<file path="config.mk">
export PLATFORM = sky130hd
export DESIGN_NAME = tsf_formatter
export DESIGN_NICKNAME = d
export VERILOG_FILES = /design/src/tsf_pkg.sv /design/src/tsf_fmt_if.sv /design/src/tsf_round_limit.sv /design/src/tsf_formatter.sv
export SDC_FILE = /design/constraint.sdc
export NUM_CORES = 2
export LEC_CHECK = 0
export ABC_AREA = 1
export BUFFER_PORTS_ARGS = -buffer_cell sky130_fd_sc_hd__buf_2
export CAP_MARGIN = 0
export CORE_ASPECT_RATIO = 0.8
export CORE_UTILIZATION = 39
export CTS_BUF_LIST = sky130_fd_sc_hd__clkbuf_16
export DETAILED_ROUTE_END_ITERATION = 8
export GPL_ROUTABILITY_DRIVEN = 0
export PLACE_DENSITY_LB_ADDON = 0.1
export SKIP_LAST_GASP = 1
export SLEW_MARGIN = 25
export SYNTH_ARGS = -nofsm -noshare
export SYNTH_HDL_FRONTEND = slang
export SYNTH_SLANG_ARGS = --single-unit
</file>
<file path="constraint.sdc">
create_clock -name clk_sys -period 7.7 [get_ports clk_sys]
set_input_delay 0.385 -clock clk_sys [delete_from_list [all_inputs] [get_ports clk_sys]]
set_output_delay 0.385 -clock clk_sys [all_outputs]
set_load 0.01 [all_outputs]
</file>
<file path="src/tsf_pkg.sv">
// Shared constants and encodings for the transmit sum tree and output formatter
`default_nettype none
package tsf_pkg;
	// ----------------------------------------
	// Widths and counts
	// ----------------------------------------
	localparam int MIX_W = 21;
	localparam int COMB_W = 23;
	localparam int NODE_W = 22;
	localparam int SUM_W = 25;
	localparam int WIDE_W = 32;
	localparam int PORT_W = 16;
	localparam int LOW_W = 6;
	localparam int SEL_W = 8;
	localparam int N_CH = 4;
	localparam int N_PATHS = 6;
	// ----------------------------------------
	// Timing
	// ----------------------------------------
	localparam int CAS_LAT = 14;
	localparam int FIXED_STAGES = 6;
	localparam int CAS_DLY = CAS_LAT - FIXED_STAGES;
	// ----------------------------------------
	// Arithmetic positions
	// ----------------------------------------
	localparam int COMB_DOWN = 4;
	localparam int NARROW_POS = NODE_W - PORT_W;
	localparam int CD_UPSHIFT = 1;
	// ----------------------------------------
	// Path indices
	// ----------------------------------------
	localparam int PATH_IA = 0;
	localparam int PATH_QA = 1;
	localparam int PATH_IB = 2;
	localparam int PATH_QB = 3;
	localparam int PATH_IC = 4;
	localparam int PATH_ID = 5;
	// ----------------------------------------
	// Control encodings
	// ----------------------------------------
	typedef enum logic [1:0] {
		CAS_OFF = 2'h0,
		CAS_HALF_CPLX = 2'h1,
		CAS_NARROW = 2'h2,
		CAS_FULL = 2'h3
	} tsf_cas_fmt_t;
	localparam logic [1:0] RND_22 = 2'h0;
	localparam logic [1:0] RND_16 = 2'h1;
	localparam logic [1:0] RND_14 = 2'h2;
	localparam logic [1:0] RND_12 = 2'h3;
	localparam logic [3:0] P2_ZERO = 4'h0;
	localparam logic [3:0] P2_IB = 4'h1;
	localparam logic [3:0] P2_QA = 4'h2;
	localparam logic [3:0] P2_LOW = 4'h4;
	localparam logic [3:0] P2_INV = 4'h8;
	localparam logic [2:0] P3_ZERO = 3'h0;
	localparam logic [2:0] P3_IC = 3'h1;
	localparam logic [2:0] P3_IB = 3'h2;
	localparam logic [2:0] P3_QA = 3'h4;
	localparam logic [4:0] P4_ZERO = 5'h00;
	localparam logic [4:0] P4_ID = 5'h01;
	localparam logic [4:0] P4_QB = 5'h02;
	localparam logic [4:0] P4_IB_LOW = 5'h04;
	localparam logic [4:0] P4_QA_LOW = 5'h08;
	localparam logic [4:0] P4_INV = 5'h10;
	// ----------------------------------------
	// Reset values
	// ----------------------------------------
	localparam logic [NODE_W-1:0] NODE_RST = 22'h000000;
	localparam logic [PORT_W-1:0] PORT_RST = 16'h0000;
endpackage : tsf_pkg
`default_nettype wire

</file>
<file path="src/tsf_fmt_if.sv">
// Carrier between the formatter top and one round and limit stage
`timescale 1ns/1ps
`default_nettype none
interface tsf_fmt_if;
	import tsf_pkg::*;
	logic [NODE_W-1:0] word_in;
	logic [1:0] round_code;
	logic narrow;
	logic force_ovf;
	logic [NODE_W-1:0] word_out;
	modport top (output word_in, output round_code, output narrow, output force_ovf,
		input word_out);
	modport stage (input word_in, input round_code, input narrow, input force_ovf,
		output word_out);
endinterface : tsf_fmt_if
`default_nettype wire

</file>
<file path="src/tsf_round_limit.sv">
// Round to a chosen width, clear the low bits and hard limit; one register stage
`timescale 1ns/1ps
`default_nettype none
module tsf_round_limit (
	// Clock and reset
	input wire logic clk_sys,
	input wire logic rst_n,
	// Word to format
	tsf_fmt_if.stage fmt
);
	import tsf_pkg::*;

	typedef struct packed {
		logic [NODE_W-1:0] word;
	} tsf_rl_st_t;

	tsf_rl_st_t st_ff;
	tsf_rl_st_t nxt_st;

	// ----------------------------------------
	// Round, then limit
	// ----------------------------------------
	always_comb begin
		logic [4:0] drop;
		logic [NODE_W:0] sum;
		logic [NODE_W-1:0] mask;
		logic ovf;
		drop = 5'h00;
		nxt_st = st_ff;
		case (fmt.round_code)
			RND_22: drop = fmt.narrow ? 5'(NARROW_POS) : 5'h00;
			RND_16: drop = 5'(NODE_W - 16);
			RND_14: drop = 5'(NODE_W - 14);
			RND_12: drop = 5'(NODE_W - 12);
			default: drop = 5'h00;
		endcase
		mask = {NODE_W{1'b1}} << drop;
		sum = {fmt.word_in[NODE_W-1], fmt.word_in};
		if (drop != 5'h00) begin
			sum = sum + ((NODE_W + 1)'(1) << (drop - 5'h01));
		end
		// A carry into the sign marks overflow; quiet mode fakes one to pin the bus at positive full scale
		ovf = (sum[NODE_W] != sum[NODE_W-1]) || fmt.force_ovf;
		if (ovf) begin
			nxt_st.word = (sum[NODE_W] && !fmt.force_ovf) ?
				{1'b1, {(NODE_W - 1){1'b0}}} : ({1'b0, {(NODE_W - 1){1'b1}}} & mask);
		end else begin
			nxt_st.word = sum[NODE_W-1:0] & mask;
		end
	end

	always_ff @(posedge clk_sys) begin
		if (!rst_n) begin
			st_ff <= '0;
		end else begin
			st_ff <= nxt_st;
		end
	end

	assign fmt.word_out = st_ff.word;
endmodule : tsf_round_limit
`default_nettype wire

</file>
<file path="src/tsf_formatter.sv">
// Transmit sum tree, cascade sum input, scaling, rounding and output port steering
// Summary of operation
// - Mixer words are 21 bits; combiner adds up to four into 23 bits.
// - Wide cascade: combiner shifted down four, rounded to 19, added into 22-bit input.
// - Cascade off or 16-bit form: combiner added without the four-bit down-shift.
// - Final sum upshifted 0 to 7, overflow checked, rounded, then hard limited.
// - Overflow saturates to full scale; rounding clears bits below the width.
// - Cascade port to first and second output ports takes exactly 14 clocks.
// - Eight-bit selects per I and Q steer four mixers into two sums.
// - Cascade enabled turns ports three and four into inputs; format zero adds nothing.
// - Format 1: half-rate complex 22-bit input split across ports three and four.
// - Cascade sync marks the I word; flag also marks output I words 14 later.
// - Format 2: port three into first I node, port four into second I, first Q.
// - Format 3: full-rate 22-bit path; other three summers off.
// - Third and fourth paths lack the upshifter; shift 1 matches their gain.
// - First and second paths may interleave I and Q, phased by cascade sync.
// - First pair round codes 3,2,1,0 give 12,14,16,22 bits, low bits zeroed.
// - Third and fourth paths: delayed, upshifted one bit, limited to 16 bits.
// - Quiet control forces overflow on third and fourth paths, pinning them at positive full scale.
// - Offset binary inverts output msb; port one carries first I path, or first Q on Q words when interleaved.
// - Port two: zero, second I, first Q, low bits, or port one complement.
// - Port three: zero, third path, second I, or first Q by code.
`timescale 1ns/1ps
`default_nettype none
module tsf_formatter (
	// Clock and reset
	input wire logic clk_sys,
	input wire logic rst_n,
	// Mixer outputs, channels a to d
	input wire logic [tsf_pkg::N_CH-1:0][tsf_pkg::MIX_W-1:0] mix_inphase,
	input wire logic [tsf_pkg::N_CH-1:0][tsf_pkg::MIX_W-1:0] mix_quadrature,
	// Cascade pins
	input wire logic [tsf_pkg::PORT_W-1:0] port_three_in,
	input wire logic [tsf_pkg::PORT_W-1:0] port_four_in,
	input wire logic cascade_sync,
	// Configuration
	input wire logic [tsf_pkg::SEL_W-1:0] inphase_combine_select,
	input wire logic [tsf_pkg::SEL_W-1:0] quadrature_combine_select,
	input wire logic [1:0] cascade_format,
	input wire logic [2:0] sum_shift,
	input wire logic [1:0] first_pair_round_width,
	input wire logic first_pair_iq_interleave,
	input wire logic [1:0] second_pair_round_width,
	input wire logic second_pair_iq_interleave,
	input wire logic second_pair_quiet,
	input wire logic offset_binary,
	input wire logic [3:0] port_two_source,
	input wire logic [2:0] port_three_source,
	input wire logic [4:0] port_four_source,
	// Output ports
	output logic [tsf_pkg::PORT_W-1:0] output_port_one,
	output logic [tsf_pkg::PORT_W-1:0] output_port_two,
	output logic [tsf_pkg::PORT_W-1:0] output_port_three,
	output logic output_port_three_oe,
	output logic [tsf_pkg::PORT_W-1:0] output_port_four,
	output logic output_port_four_oe,
	output logic inphase_flag
);
	import tsf_pkg::*;

	typedef struct packed {
		logic [PORT_W-1:0] p3_s1;
		logic [PORT_W-1:0] p3_s2;
		logic [PORT_W-1:0] p4_s1;
		logic [PORT_W-1:0] p4_s2;
		logic sync_s1;
		logic sync_s2;
		logic phase;
		logic [CAS_DLY-1:0][2*PORT_W:0] dly;
		logic [N_PATHS-1:0][SUM_W-1:0] node;
		logic node_ph;
		logic [N_PATHS-1:0][NODE_W-1:0] scaled;
		logic scaled_ph;
		logic rnd_ph;
		logic [PORT_W-1:0] p1;
		logic [PORT_W-1:0] p2;
		logic [PORT_W-1:0] p3;
		logic [PORT_W-1:0] p4;
		logic out_ph;
	} tsf_main_st_t;

	tsf_main_st_t st_ff;
	tsf_main_st_t nxt_st;
	logic [N_PATHS-1:0][NODE_W-1:0] rnd;

	// ----------------------------------------
	// Arithmetic helpers
	// ----------------------------------------
	function automatic logic signed [COMB_W-1:0] comb_b(input logic [SEL_W-1:0] s,
		input logic [N_CH-1:0][MIX_W-1:0] m);
		logic signed [COMB_W-1:0] r;
		r = '0;
		if (s[5]) r = r + COMB_W'(signed'(m[3]));
		if (s[6]) r = r + COMB_W'(signed'(m[1]));
		if (s[7]) r = r + COMB_W'(signed'(m[2]));
		return r;
	endfunction : comb_b

	function automatic logic signed [COMB_W-1:0] comb_a(input logic [SEL_W-1:0] s,
		input logic [N_CH-1:0][MIX_W-1:0] m);
		logic signed [COMB_W-1:0] inner;
		logic signed [COMB_W-1:0] r;
		inner = '0;
		r = '0;
		if (s[1]) inner = inner + COMB_W'(signed'(m[0]));
		if (s[2]) inner = inner + COMB_W'(signed'(m[1]));
		if (s[3]) inner = inner + COMB_W'(signed'(m[2]));
		if (s[0]) r = inner;
		if (s[4]) r = r + comb_b(s, m);
		return r;
	endfunction : comb_a

	// Wide cascade leaves headroom for eight chips, so the tree drops four bits
	function automatic logic signed [SUM_W-1:0] comb_node(input logic signed [COMB_W-1:0] c,
		input logic wide);
		logic signed [SUM_W-1:0] e;
		e = SUM_W'(c);
		if (wide) begin
			e = (e + SUM_W'(1 << (COMB_DOWN - 1))) >>> COMB_DOWN;
		end
		return e;
	endfunction : comb_node

	function automatic logic [NODE_W-1:0] sat_node(input logic signed [WIDE_W-1:0] v);
		if (v > WIDE_W'(signed'({1'b0, {(NODE_W - 1){1'b1}}}))) begin
			return {1'b0, {(NODE_W - 1){1'b1}}};
		end else if (v < WIDE_W'(signed'({1'b1, {(NODE_W - 1){1'b0}}}))) begin
			return {1'b1, {(NODE_W - 1){1'b0}}};
		end
		return v[NODE_W-1:0];
	endfunction : sat_node

	function automatic logic [PORT_W-1:0] msb_fmt(input logic [PORT_W-1:0] w, input logic ob);
		return {w[PORT_W-1] ^ ob, w[PORT_W-2:0]};
	endfunction : msb_fmt

	// ----------------------------------------
	// Next state
	// ----------------------------------------
	always_comb begin
		logic [PORT_W-1:0] w3;
		logic [PORT_W-1:0] w4;
		logic ph;
		logic wide;
		logic signed [SUM_W-1:0] cas22;
		logic signed [SUM_W-1:0] cas3n;
		logic signed [SUM_W-1:0] cas4n;
		logic [MIX_W-1:0] cd_c;
		logic [MIX_W-1:0] cd_d;
		logic [NODE_W-1:0] pa;
		logic [NODE_W-1:0] pb;
		logic [PORT_W-1:0] p1;
		logic [PORT_W-1:0] p3;
		// Every local starts from a known value so no path can infer a latch
		w3 = PORT_RST;
		w4 = PORT_RST;
		ph = 1'b0;
		wide = 1'b0;
		cas22 = '0;
		cas3n = '0;
		cas4n = '0;
		cd_c = '0;
		cd_d = '0;
		pa = NODE_RST;
		pb = NODE_RST;
		p1 = PORT_RST;
		p3 = PORT_RST;
		nxt_st = st_ff;
		// Pins pass two flops before any logic looks at them
		nxt_st.p3_s1 = port_three_in;
		nxt_st.p3_s2 = st_ff.p3_s1;
		nxt_st.p4_s1 = port_four_in;
		nxt_st.p4_s2 = st_ff.p4_s1;
		nxt_st.sync_s1 = cascade_sync;
		nxt_st.sync_s2 = st_ff.sync_s1;
		// Sync marks the I word; the phase then alternates
		nxt_st.phase = st_ff.sync_s2 ? 1'b1 : ~st_ff.phase;
		// Pad the cascade path so pin to output is fixed
		nxt_st.dly = {st_ff.dly[CAS_DLY-2:0], {nxt_st.phase, st_ff.p4_s2, st_ff.p3_s2}};
		w3 = st_ff.dly[CAS_DLY-1][PORT_W-1:0];
		w4 = st_ff.dly[CAS_DLY-1][2*PORT_W-1:PORT_W];
		ph = st_ff.dly[CAS_DLY-1][2*PORT_W];

		// ---- Sum stage ----
		wide = (cascade_format == CAS_HALF_CPLX) || (cascade_format == CAS_FULL);
		cas22 = SUM_W'(signed'({w3, w4[PORT_W-1:PORT_W-LOW_W]}));
		cas3n = SUM_W'(signed'({w3, {NARROW_POS{1'b0}}}));
		cas4n = SUM_W'(signed'({w4, {NARROW_POS{1'b0}}}));
		nxt_st.node[PATH_IA] = comb_node(comb_a(inphase_combine_select, mix_inphase), wide);
		nxt_st.node[PATH_IB] = comb_node(comb_b(inphase_combine_select, mix_inphase), wide);
		nxt_st.node[PATH_QA] = comb_node(comb_a(quadrature_combine_select, mix_quadrature), wide);
		nxt_st.node[PATH_QB] = comb_node(comb_b(quadrature_combine_select, mix_quadrature), wide);
		case (cascade_format)
			CAS_HALF_CPLX: begin
				if (ph) nxt_st.node[PATH_IA] = nxt_st.node[PATH_IA] + cas22;
				else nxt_st.node[PATH_QA] = nxt_st.node[PATH_QA] + cas22;
				nxt_st.node[PATH_IB] = '0;
				nxt_st.node[PATH_QB] = '0;
			end
			CAS_NARROW: begin
				nxt_st.node[PATH_IA] = nxt_st.node[PATH_IA] + cas3n;
				nxt_st.node[PATH_IB] = nxt_st.node[PATH_IB] + cas4n;
				nxt_st.node[PATH_QA] = nxt_st.node[PATH_QA] + cas4n;
			end
			CAS_FULL: begin
				nxt_st.node[PATH_IA] = nxt_st.node[PATH_IA] + cas22;
				nxt_st.node[PATH_IB] = '0;
				nxt_st.node[PATH_QA] = '0;
				nxt_st.node[PATH_QB] = '0;
			end
			default: ;
		endcase

		// Separate third and fourth paths get a fixed one-bit upshift
		cd_c = (second_pair_iq_interleave && !ph) ? mix_quadrature[2] : mix_inphase[2];
		cd_d = (second_pair_iq_interleave && !ph) ? mix_quadrature[3] : mix_inphase[3];
		nxt_st.node[PATH_IC] = SUM_W'(signed'({cd_c, {CD_UPSHIFT{1'b0}}}));
		nxt_st.node[PATH_ID] = SUM_W'(signed'({cd_d, {CD_UPSHIFT{1'b0}}}));
		nxt_st.node_ph = ph;

		// ---- Scale stage ----
		for (int k = 0; k < PATH_IC; k++) begin
			nxt_st.scaled[k] = sat_node(WIDE_W'(signed'(st_ff.node[k])) <<< sum_shift);
		end
		// No shifter on the third and fourth paths
		nxt_st.scaled[PATH_IC] = st_ff.node[PATH_IC][NODE_W-1:0];
		nxt_st.scaled[PATH_ID] = st_ff.node[PATH_ID][NODE_W-1:0];
		nxt_st.scaled_ph = st_ff.node_ph;
		nxt_st.rnd_ph = st_ff.scaled_ph;

		// ---- Output stage ----
		pa = (first_pair_iq_interleave && !st_ff.rnd_ph) ? rnd[PATH_QA] : rnd[PATH_IA];
		pb = (first_pair_iq_interleave && !st_ff.rnd_ph) ? rnd[PATH_QB] : rnd[PATH_IB];
		p1 = msb_fmt(pa[NODE_W-1:NARROW_POS], offset_binary);
		nxt_st.p1 = p1;
		// Low-bit words skip the offset-binary flip; they carry no sign
		case (port_two_source)
			P2_ZERO: nxt_st.p2 = PORT_RST;
			P2_IB: nxt_st.p2 = msb_fmt(pb[NODE_W-1:NARROW_POS], offset_binary);
			P2_QA: nxt_st.p2 = msb_fmt(rnd[PATH_QA][NODE_W-1:NARROW_POS], offset_binary);
			P2_LOW: nxt_st.p2 = {pa[LOW_W-1:0], {(PORT_W - LOW_W){1'b0}}};
			P2_INV: nxt_st.p2 = ~p1;
			default: nxt_st.p2 = PORT_RST;
		endcase
		case (port_three_source)
			P3_ZERO: p3 = PORT_RST;
			P3_IC: p3 = msb_fmt(rnd[PATH_IC][NODE_W-1:NARROW_POS], offset_binary);
			P3_IB: p3 = msb_fmt(pb[NODE_W-1:NARROW_POS], offset_binary);
			P3_QA: p3 = msb_fmt(rnd[PATH_QA][NODE_W-1:NARROW_POS], offset_binary);
			default: p3 = PORT_RST;
		endcase
		nxt_st.p3 = p3;
		case (port_four_source)
			P4_ZERO: nxt_st.p4 = PORT_RST;
			P4_ID: nxt_st.p4 = msb_fmt(rnd[PATH_ID][NODE_W-1:NARROW_POS], offset_binary);
			P4_QB: nxt_st.p4 = msb_fmt(rnd[PATH_QB][NODE_W-1:NARROW_POS], offset_binary);
			P4_IB_LOW: nxt_st.p4 = {rnd[PATH_IB][LOW_W-1:0], {(PORT_W - LOW_W){1'b0}}};
			P4_QA_LOW: nxt_st.p4 = {rnd[PATH_QA][LOW_W-1:0], {(PORT_W - LOW_W){1'b0}}};
			P4_INV: nxt_st.p4 = ~p3;
			default: nxt_st.p4 = PORT_RST;
		endcase
		nxt_st.out_ph = st_ff.rnd_ph;
	end

	always_ff @(posedge clk_sys) begin
		if (!rst_n) begin
			st_ff <= '0;
		end else begin
			st_ff <= nxt_st;
		end
	end

	// ----------------------------------------
	// Round and limit stages, one per path
	// ----------------------------------------
	tsf_fmt_if fmt [N_PATHS] ();

	for (genvar g = 0; g < N_PATHS; g++) begin : g_path
		assign fmt[g].word_in = st_ff.scaled[g];
		assign fmt[g].round_code = (g >= PATH_IC) ? second_pair_round_width : first_pair_round_width;
		// The second pair never rounds wider than its 16-bit port
		assign fmt[g].narrow = (g >= PATH_IC);
		assign fmt[g].force_ovf = (g >= PATH_IC) && second_pair_quiet;
		assign rnd[g] = fmt[g].word_out;
		tsf_round_limit u_round (
			.clk_sys(clk_sys),
			.rst_n(rst_n),
			.fmt(fmt[g])
		);
	end

	// ----------------------------------------
	// Outputs
	// ----------------------------------------
	assign output_port_one = st_ff.p1;
	assign output_port_two = st_ff.p2;
	assign output_port_three = st_ff.p3;
	assign output_port_four = st_ff.p4;
	// Cascade input enabled turns the pair around
	assign output_port_three_oe = (cascade_format == CAS_OFF);
	assign output_port_four_oe = (cascade_format == CAS_OFF);
	assign inphase_flag = st_ff.out_ph;
endmodule : tsf_formatter
`default_nettype wire

</file>
# Yosys cells after proc, flatten, opt, wreduce, memory -nomap -nowiden
# Index checks and enable logic that the tools add are counted.
dict set report totals {
  out_inout_bits 67
  regBits 807
  word_cells 231
  inputBits 244
}
dict set report op_classes {
  eq_ne 27
  reduce_logical 17
  n_addsub 31
  n_shift 8
  magnitude_cmp 8
  n_bitwise 16
  mux 81
}
# op n
set ops {}
lappend ops {{$mux 23} 32}
lappend ops {{$mux 22} 26}
lappend ops {{$add 23x21->23} 12}
lappend ops {{$pmux 75 s3} 1}
lappend ops {{$add 23x23->23} 8}
lappend ops {{$mux 25} 6}
lappend ops {{$and 22x22->22} 6}
lappend ops {{$gt 32x22->1 const B} 4}
lappend ops {{$lt 32x22->1 const B} 4}
lappend ops {{$sshl 25x3->32} 4}
lappend ops {{$add 25x25->25} 5}
lappend ops {{$add 23x5->24 const B} 4}
lappend ops {{$pmux 16 s5} 1}
lappend ops {{$pmux 16 s4} 1}
lappend ops {{$pmux 16 s3} 1}
lappend ops {{$shl 1x5->23 const A} 2}
lappend ops {{$shl 22x5->22 const A} 2}
lappend ops {{$mux 21} 2}
lappend ops {{$not 16->16} 2}
lappend ops {{$pmux 5 s4} 1}
lappend ops {{$pmux 5 s3} 1}
lappend ops {{$eq 2x2->1 const B} 6}
lappend ops {{$reduce_bool 5->1} 2}
lappend ops {{$sub 5x1->5 const B} 2}
lappend ops {{23 further kinds} 53}

# Logic depth before layout (Yosys ltp)
dict set report depth {
  word_depth 15
  depth_mapped 71
  ltp_nobuf 68
}

# Modules after synthesis
# A second synthesis with hierarchy kept.
dict set report unflattened {
  hier_cells 9662
  hier_area_um2 60377.9
}
# mod cells_per_inst seq_area_each_um2 n_inst area_per_inst_um2
set modules_own_cells {}
lappend modules_own_cells {tsf_formatter 7604 13372.8 1 47743.3}
lappend modules_own_cells {tsf_round_limit 343 440.4 6 2105.8}

# Worst setup path before layout
# Ideal clock, no wire load.
dict set report synth_timing {
  path_kind {in2reg}
  start {input port quadrature_combine_select[5] in the netlist's numbering}
  end {register st_ff[248] in the netlist's numbering}
  slack_ns 0.262
  t_arrival_ns 7.310
  setup_ns 0.128
  cell_stages 54
  n_path_buf 1
  cell_sequence {clkbuf_1 -> nand2_1 -> inv_1 -> ha_1 -> fa_1 -> inv_1 -> o21ai_0 -> inv_1 -> fa_1 -> o21a_1 -> o21ai_0 -> a31oi_1 -> inv_1 -> a21oi_1 -> o21ai_0 -> inv_1 -> o21ai_0 -> xnor2_1 -> [... 18 more ...] -> ha_1 -> nand2_1 -> nor3_1 -> inv_1 -> o211ai_1 -> nand2_1 -> inv_1 -> o21ai_0 -> nand2_1 -> nand2_1 -> a21oi_1 -> nand2_1 -> nand2_1 -> nand2_1 -> nand2_1 -> nand2_1 -> a21oi_1 -> nor2_1}
}
dict set report synth_between {
  elab_chain_cells 15
  word_cells_on_any_way 16
  classes_between {6 x add/sub; 10 x mux}
}
# element line_no
set synth_rtl {}
lappend synth_rtl {{from (decl)} tsf_formatter.sv:38} ;# input wire logic [tsf_pkg::SEL_W-1:0] quadrature_combine_select,
lappend synth_rtl {{$mux 23 *} tsf_formatter.sv:93} ;# if (s[5]) r = r + COMB_W'(signed'(m[3]));
lappend synth_rtl {{$mux 23 *} tsf_formatter.sv:109} ;# if (s[4]) r = r + comb_b(s, m);
lappend synth_rtl {{$add 23x21->23} tsf_formatter.sv:94} ;# if (s[6]) r = r + COMB_W'(signed'(m[1]));
lappend synth_rtl {{$mux 23 *} tsf_formatter.sv:94}
lappend synth_rtl {{$mux 23 *} tsf_formatter.sv:109}
lappend synth_rtl {{$add 23x21->23} tsf_formatter.sv:95} ;# if (s[7]) r = r + COMB_W'(signed'(m[2]));
lappend synth_rtl {{$mux 23 *} tsf_formatter.sv:95}
lappend synth_rtl {{$mux 23 *} tsf_formatter.sv:109}
lappend synth_rtl {{$add 23x23->23 *} tsf_formatter.sv:109}
lappend synth_rtl {{$mux 23 *} tsf_formatter.sv:109}
lappend synth_rtl {{$add 23x5->24} tsf_formatter.sv:119} ;# e = (e + SUM_W'(1 << (COMB_DOWN - 1))) >>> COMB_DOWN;
lappend synth_rtl {{$mux 25 *} tsf_formatter.sv:118} ;# if (wide) begin
lappend synth_rtl {{$add 25x25->25} tsf_formatter.sv:196} ;# else nxt_st.node[PATH_QA] = nxt_st.node[PATH_QA] + cas22;
lappend synth_rtl {{$mux 25} tsf_formatter.sv:195} ;# if (ph) nxt_st.node[PATH_IA] = nxt_st.node[PATH_IA] + cas22;
lappend synth_rtl {{$pmux 75 s3 *} tsf_formatter.sv:193} ;# case (cascade_format)
lappend synth_rtl {{to (signal assigned)} tsf_formatter.sv:269} ;# st_ff <= nxt_st;
lappend synth_rtl {{to (decl)} tsf_formatter.sv:82} ;# tsf_main_st_t st_ff;
# Mark *: on every way between the ends. The rest lies on a longest branch, timed or not. The select of a mux whose other input is x is not followed.
# A chain may end at the register's enable or synchronous reset.

# Final worst setup path
dict set report layout_timing {
  start {input port inphase_combine_select[1] in the netlist's numbering}
  end {register st_ff[212] in the netlist's numbering}
}
dict set report layout_between {
  elab_chain_cells 13
  word_cells_on_any_way 14
  classes_between {6 x add/sub; 8 x mux}
}
# element line_no
set layout_rtl {}
lappend layout_rtl {{from (decl)} tsf_formatter.sv:37} ;# input wire logic [tsf_pkg::SEL_W-1:0] inphase_combine_select,
lappend layout_rtl {{$mux 23 *} tsf_formatter.sv:105} ;# if (s[1]) inner = inner + COMB_W'(signed'(m[0]));
lappend layout_rtl {{$add 23x21->23} tsf_formatter.sv:106} ;# if (s[2]) inner = inner + COMB_W'(signed'(m[1]));
lappend layout_rtl {{$mux 23 *} tsf_formatter.sv:106}
lappend layout_rtl {{$add 23x21->23} tsf_formatter.sv:107} ;# if (s[3]) inner = inner + COMB_W'(signed'(m[2]));
lappend layout_rtl {{$mux 23 *} tsf_formatter.sv:107}
lappend layout_rtl {{$mux 23 *} tsf_formatter.sv:108} ;# if (s[0]) r = inner;
lappend layout_rtl {{$add 23x23->23} tsf_formatter.sv:109}
lappend layout_rtl {{$mux 23 *} tsf_formatter.sv:109}
lappend layout_rtl {{$add 23x5->24} tsf_formatter.sv:119}
lappend layout_rtl {{$mux 25 *} tsf_formatter.sv:118}
lappend layout_rtl {{$add 25x25->25} {tsf_formatter.sv:195, tsf_formatter.sv:206}}
lappend layout_rtl {{$mux 25} tsf_formatter.sv:195}
lappend layout_rtl {{$pmux 75 s3 *} tsf_formatter.sv:193}
# Mark *: on every way between the ends. The rest lies on a longest branch, timed or not.

==> metrics <==
status completed; Worst Setup End Kind register; CTS buffer count between 70 and 80; clock buffer depth 3; max_cap viols 0; R2R Setup Slk a little over 4000 ps; first-pass GRT wire length between 300 and 400 mm; Clk pin slew, worst setup/hold paths 70 ps; CP Launch Type input pin; f_max roughly 140 MHz; Reg2Reg Depth 21; Starting Density 0.395; CP top delay family simple AND/OR/NAND/NOR gates; drt drc 0; Detailed Place HPWL roughly 170 mm; Die Y around 340 um; gr usage total 0.284; post-synthesis adder-cell area fraction 0.0861; worst hold path endpoint nxt_st[194]; CP max-delay cell ha_2; initial antenna violation count 13; Synth cell types 78; Clock Root Buffer clkbuf_16; Tmin final around 7300 ps; design area approximately 70000 sq um; Synth warnings 0; DP Worst Slack -832 ps; net switching power roughly 5.2 mW; Reg-to-Reg End st_ff[247]; met1 WL approximately 100 mm; WL met3 about 17 mm; combinational power share 0.420; worst skew pair latency between 600 and 700 ps; met2 WL post-DR 88.2 mm; biggest area consumer among synthesized cells dfxtp_1; Die Wd roughly 420 um; clock skew 33.8 ps; WL/cell about 18 um; Clock Power Share 0.264; WS Path Type input pin to register; largest net degree at the start of global routing 207; Slew headroom 0.362; cell area after synthesis ~55000 sq um; Main synth FF type dfxtp_1; fin util 0.499; Fin. Hold Viols 0; EDFF count, synth 0; Leakage around 38 nW; Buf/Inv on CP 11; Int Pwr about 8.6 mW; area fraction of the dominant cell type after synthesis 0.279; Final nets 10400; worst vdd ir around 0.00016 V; #FFs+latches synth 765; core area about 140000 sq um; syn_area_per_cell about 6.3 sq um; worst setup margin between 300 and 400 ps; Detailed Routing Iterations Pass 1 6; worst r2r src st_ff[607]; vias in the first global route 55100; Initial DRC Count about 5500; multiplexer area fraction after synthesis 0.00219; Sink Count about 770; Hold Slack between 50 and 60 ps; vias per cell roughly 5.1; Post-synth top cells nand2_1 (2379), inv_1 (1366), dfxtp_1 (765); final wirelength 209 mm; DR top layer met4; Hold/Removal Path Class input pin to register; RSZ-0062 raised after global routing true; Slew Limit Fails 0; most frequent cell after synthesis nand2_1; Synth Area in Compound Gates 0.162; sw frac 0.375; Post-DP Area 64900 sq um; via count approximately 60000; Post-Synth XOR/XNOR Area 0.0352; most frequent CP cell nand2_1; Worst Path Arrival approximately 7900 ps; HP Start mix_inphase[79]; fin crit share 0.952; main combinational cell family by area after synthesis simple AND/OR/NAND/NOR gates; Final setup viols 0; ratio of cells with drive above 1 in the final layout 0.203; die area ~140000 sq um; Area growth syn-to-layout 26.4%; Worst EP required slightly above 8000 ps; Crit path largest cell delay 460 ps; simple logic cell fraction of the synthesized area 0.308; Synth Instances 8715; Seq/Total Area, Yosys 0.279; CTS H-tree lvls 3; Crit Path Max Fanout 5; site row count roughly 120; worst slew pin tran approximately 960 ps; gr ovfl total 0; Synth area leaders dfxtp_1 (28%), nand2_1 (16%), inv_1 (9.3%); antenna violation net count after detailed routing 0; Pwr Density just under 200 nW/um^2; io pins roughly 310; I/O Buffers 310; Filler cells about 14000; Hold Path Depth 3; asr flop ratio synth 0; Reg power frac 0.316; CTS tree done
==> cell type report <==
cell class | instances | area (sq um) | area share
Clock inverter | 59 | 628 | 0.00905
Sequential cell | 765 | 15300 | 0.221
Timing Repair Buffer | 1389 | 9850 | 0.142
Clock buffer | 73 | 1830 | 0.0263
Antenna cell | 10 | 25.0 | 0.000361
Tap cell | 1860 | 2330 | 0.0335
Multi-Input combinational cell | 6192 | 34100 | 0.492
Inverter | 1412 | 5310 | 0.0764
==> layer usage <==
metal,vias up,GRT usage
met4,0,0.0720
met3,280,0.0421
met2,2132,0.439
li1,30000,-
met1,27600,0.410
met5,-,0
==> metrics by stage <==
step	cells	setup TNS, ps	power [mW]
floorplan	8731	0	7.36
global placement	11600	-8230	9.74
detailed placement	11600	-10370	9.77
CTS	11700	0	13.5
global route	11800	-917	14.6
finish	11800	0	13.8
==> timing repair <==
action | CTS | global route
endpoints found under the setup margin | 5 | 29
endpoints found under the hold margin | 36 | 0
buffers inserted | 0 | 29
cloned | 0 | 0
hold buffers | 34 | 0
resized for setup | 1 | 360
pin swaps | 0 | 89
==> power by group through the flow <==
stage | clock network [mW] | logic (mW) | registers [mW]
after floorplan | 0 | 2.99 | 4.37
after global placement | 0 | 5.29 | 4.45
after detailed placement | 0 | 5.32 | 4.45
after CTS | 3.74 | 5.37 | 4.36
after global routing | 3.91 | 6.34 | 4.39
final | 3.64 | 5.80 | 4.37
==> registers in the layout, indices dropped and copies added, names as in the netlist <==
name / cells
fmt.word_in: 121
output_port_three: 16
output_port_four: 16
nxt_st: 333
output_port_one: 16
inphase_flag: 1
output_port_two: 16
st_ff: 132
g_path.u_round.fmt.word_out: 114
==> worst max path at each step <==
| stage | depth (start not counted) | slack (ps) | start | to |
|---|---|---|---|---|
| floorplan | 54 | 260 | quadrature_combine_select[5] | st_ff[248] |
| global placement | 50 | -800 | inphase_combine_select[5] | st_ff[223] |
| finish | 47 | 370 | inphase_combine_select[1] | st_ff[212] |
| CTS | 60 | 70 | quadrature_combine_select[5] | st_ff[248] |
| detailed placement | 50 | -830 | inphase_combine_select[5] | st_ff[223] |
| global route | 59 | -160 | quadrature_combine_select[5] | st_ff[248] |
==> worst min-delay path, stage by stage <==
cell    delay, ps
buf_2         110
nor2_1         90
nor2_1         90
==> layout by cell type (no fill, tap or decap), types with 31 or more instances in the layout <==
cell type / count
o211ai_1: 64
inv_2: 55
nor2_2: 50
inv_1: 1360
o21bai_1: 32
ha_1: 319
xor2_1: 141
a21oi_2: 47
nand2_1: 2332
nor3_1: 65
clkbuf_16: 73
or2_2: 31
buf_2: 307
o21ai_1: 87
dlygate4sd3_1: 34
buf_4: 1039
dfxtp_1: 765
a21oi_1: 553
a31oi_1: 56
nor2_1: 639
nand3_2: 43
o21ai_0: 494
nand4_1: 81
nand2_2: 109
nand3_1: 518
o21ai_2: 56
xnor2_1: 75
==> cells by family (layout without fill, tap and decap cells) <==
family	after synthesis	after routing
adders and majority gates	369	369
AOI/OAI and AO/OA	1588	1588
DFF	765	765
and+or+nand+nor	3985	3985
muxes	12	12
buffers and inverters	1774	2933
xor gates and xnor gates	221	221
other	1	27
Note: power is estimated with default switching activity, not from simulation.
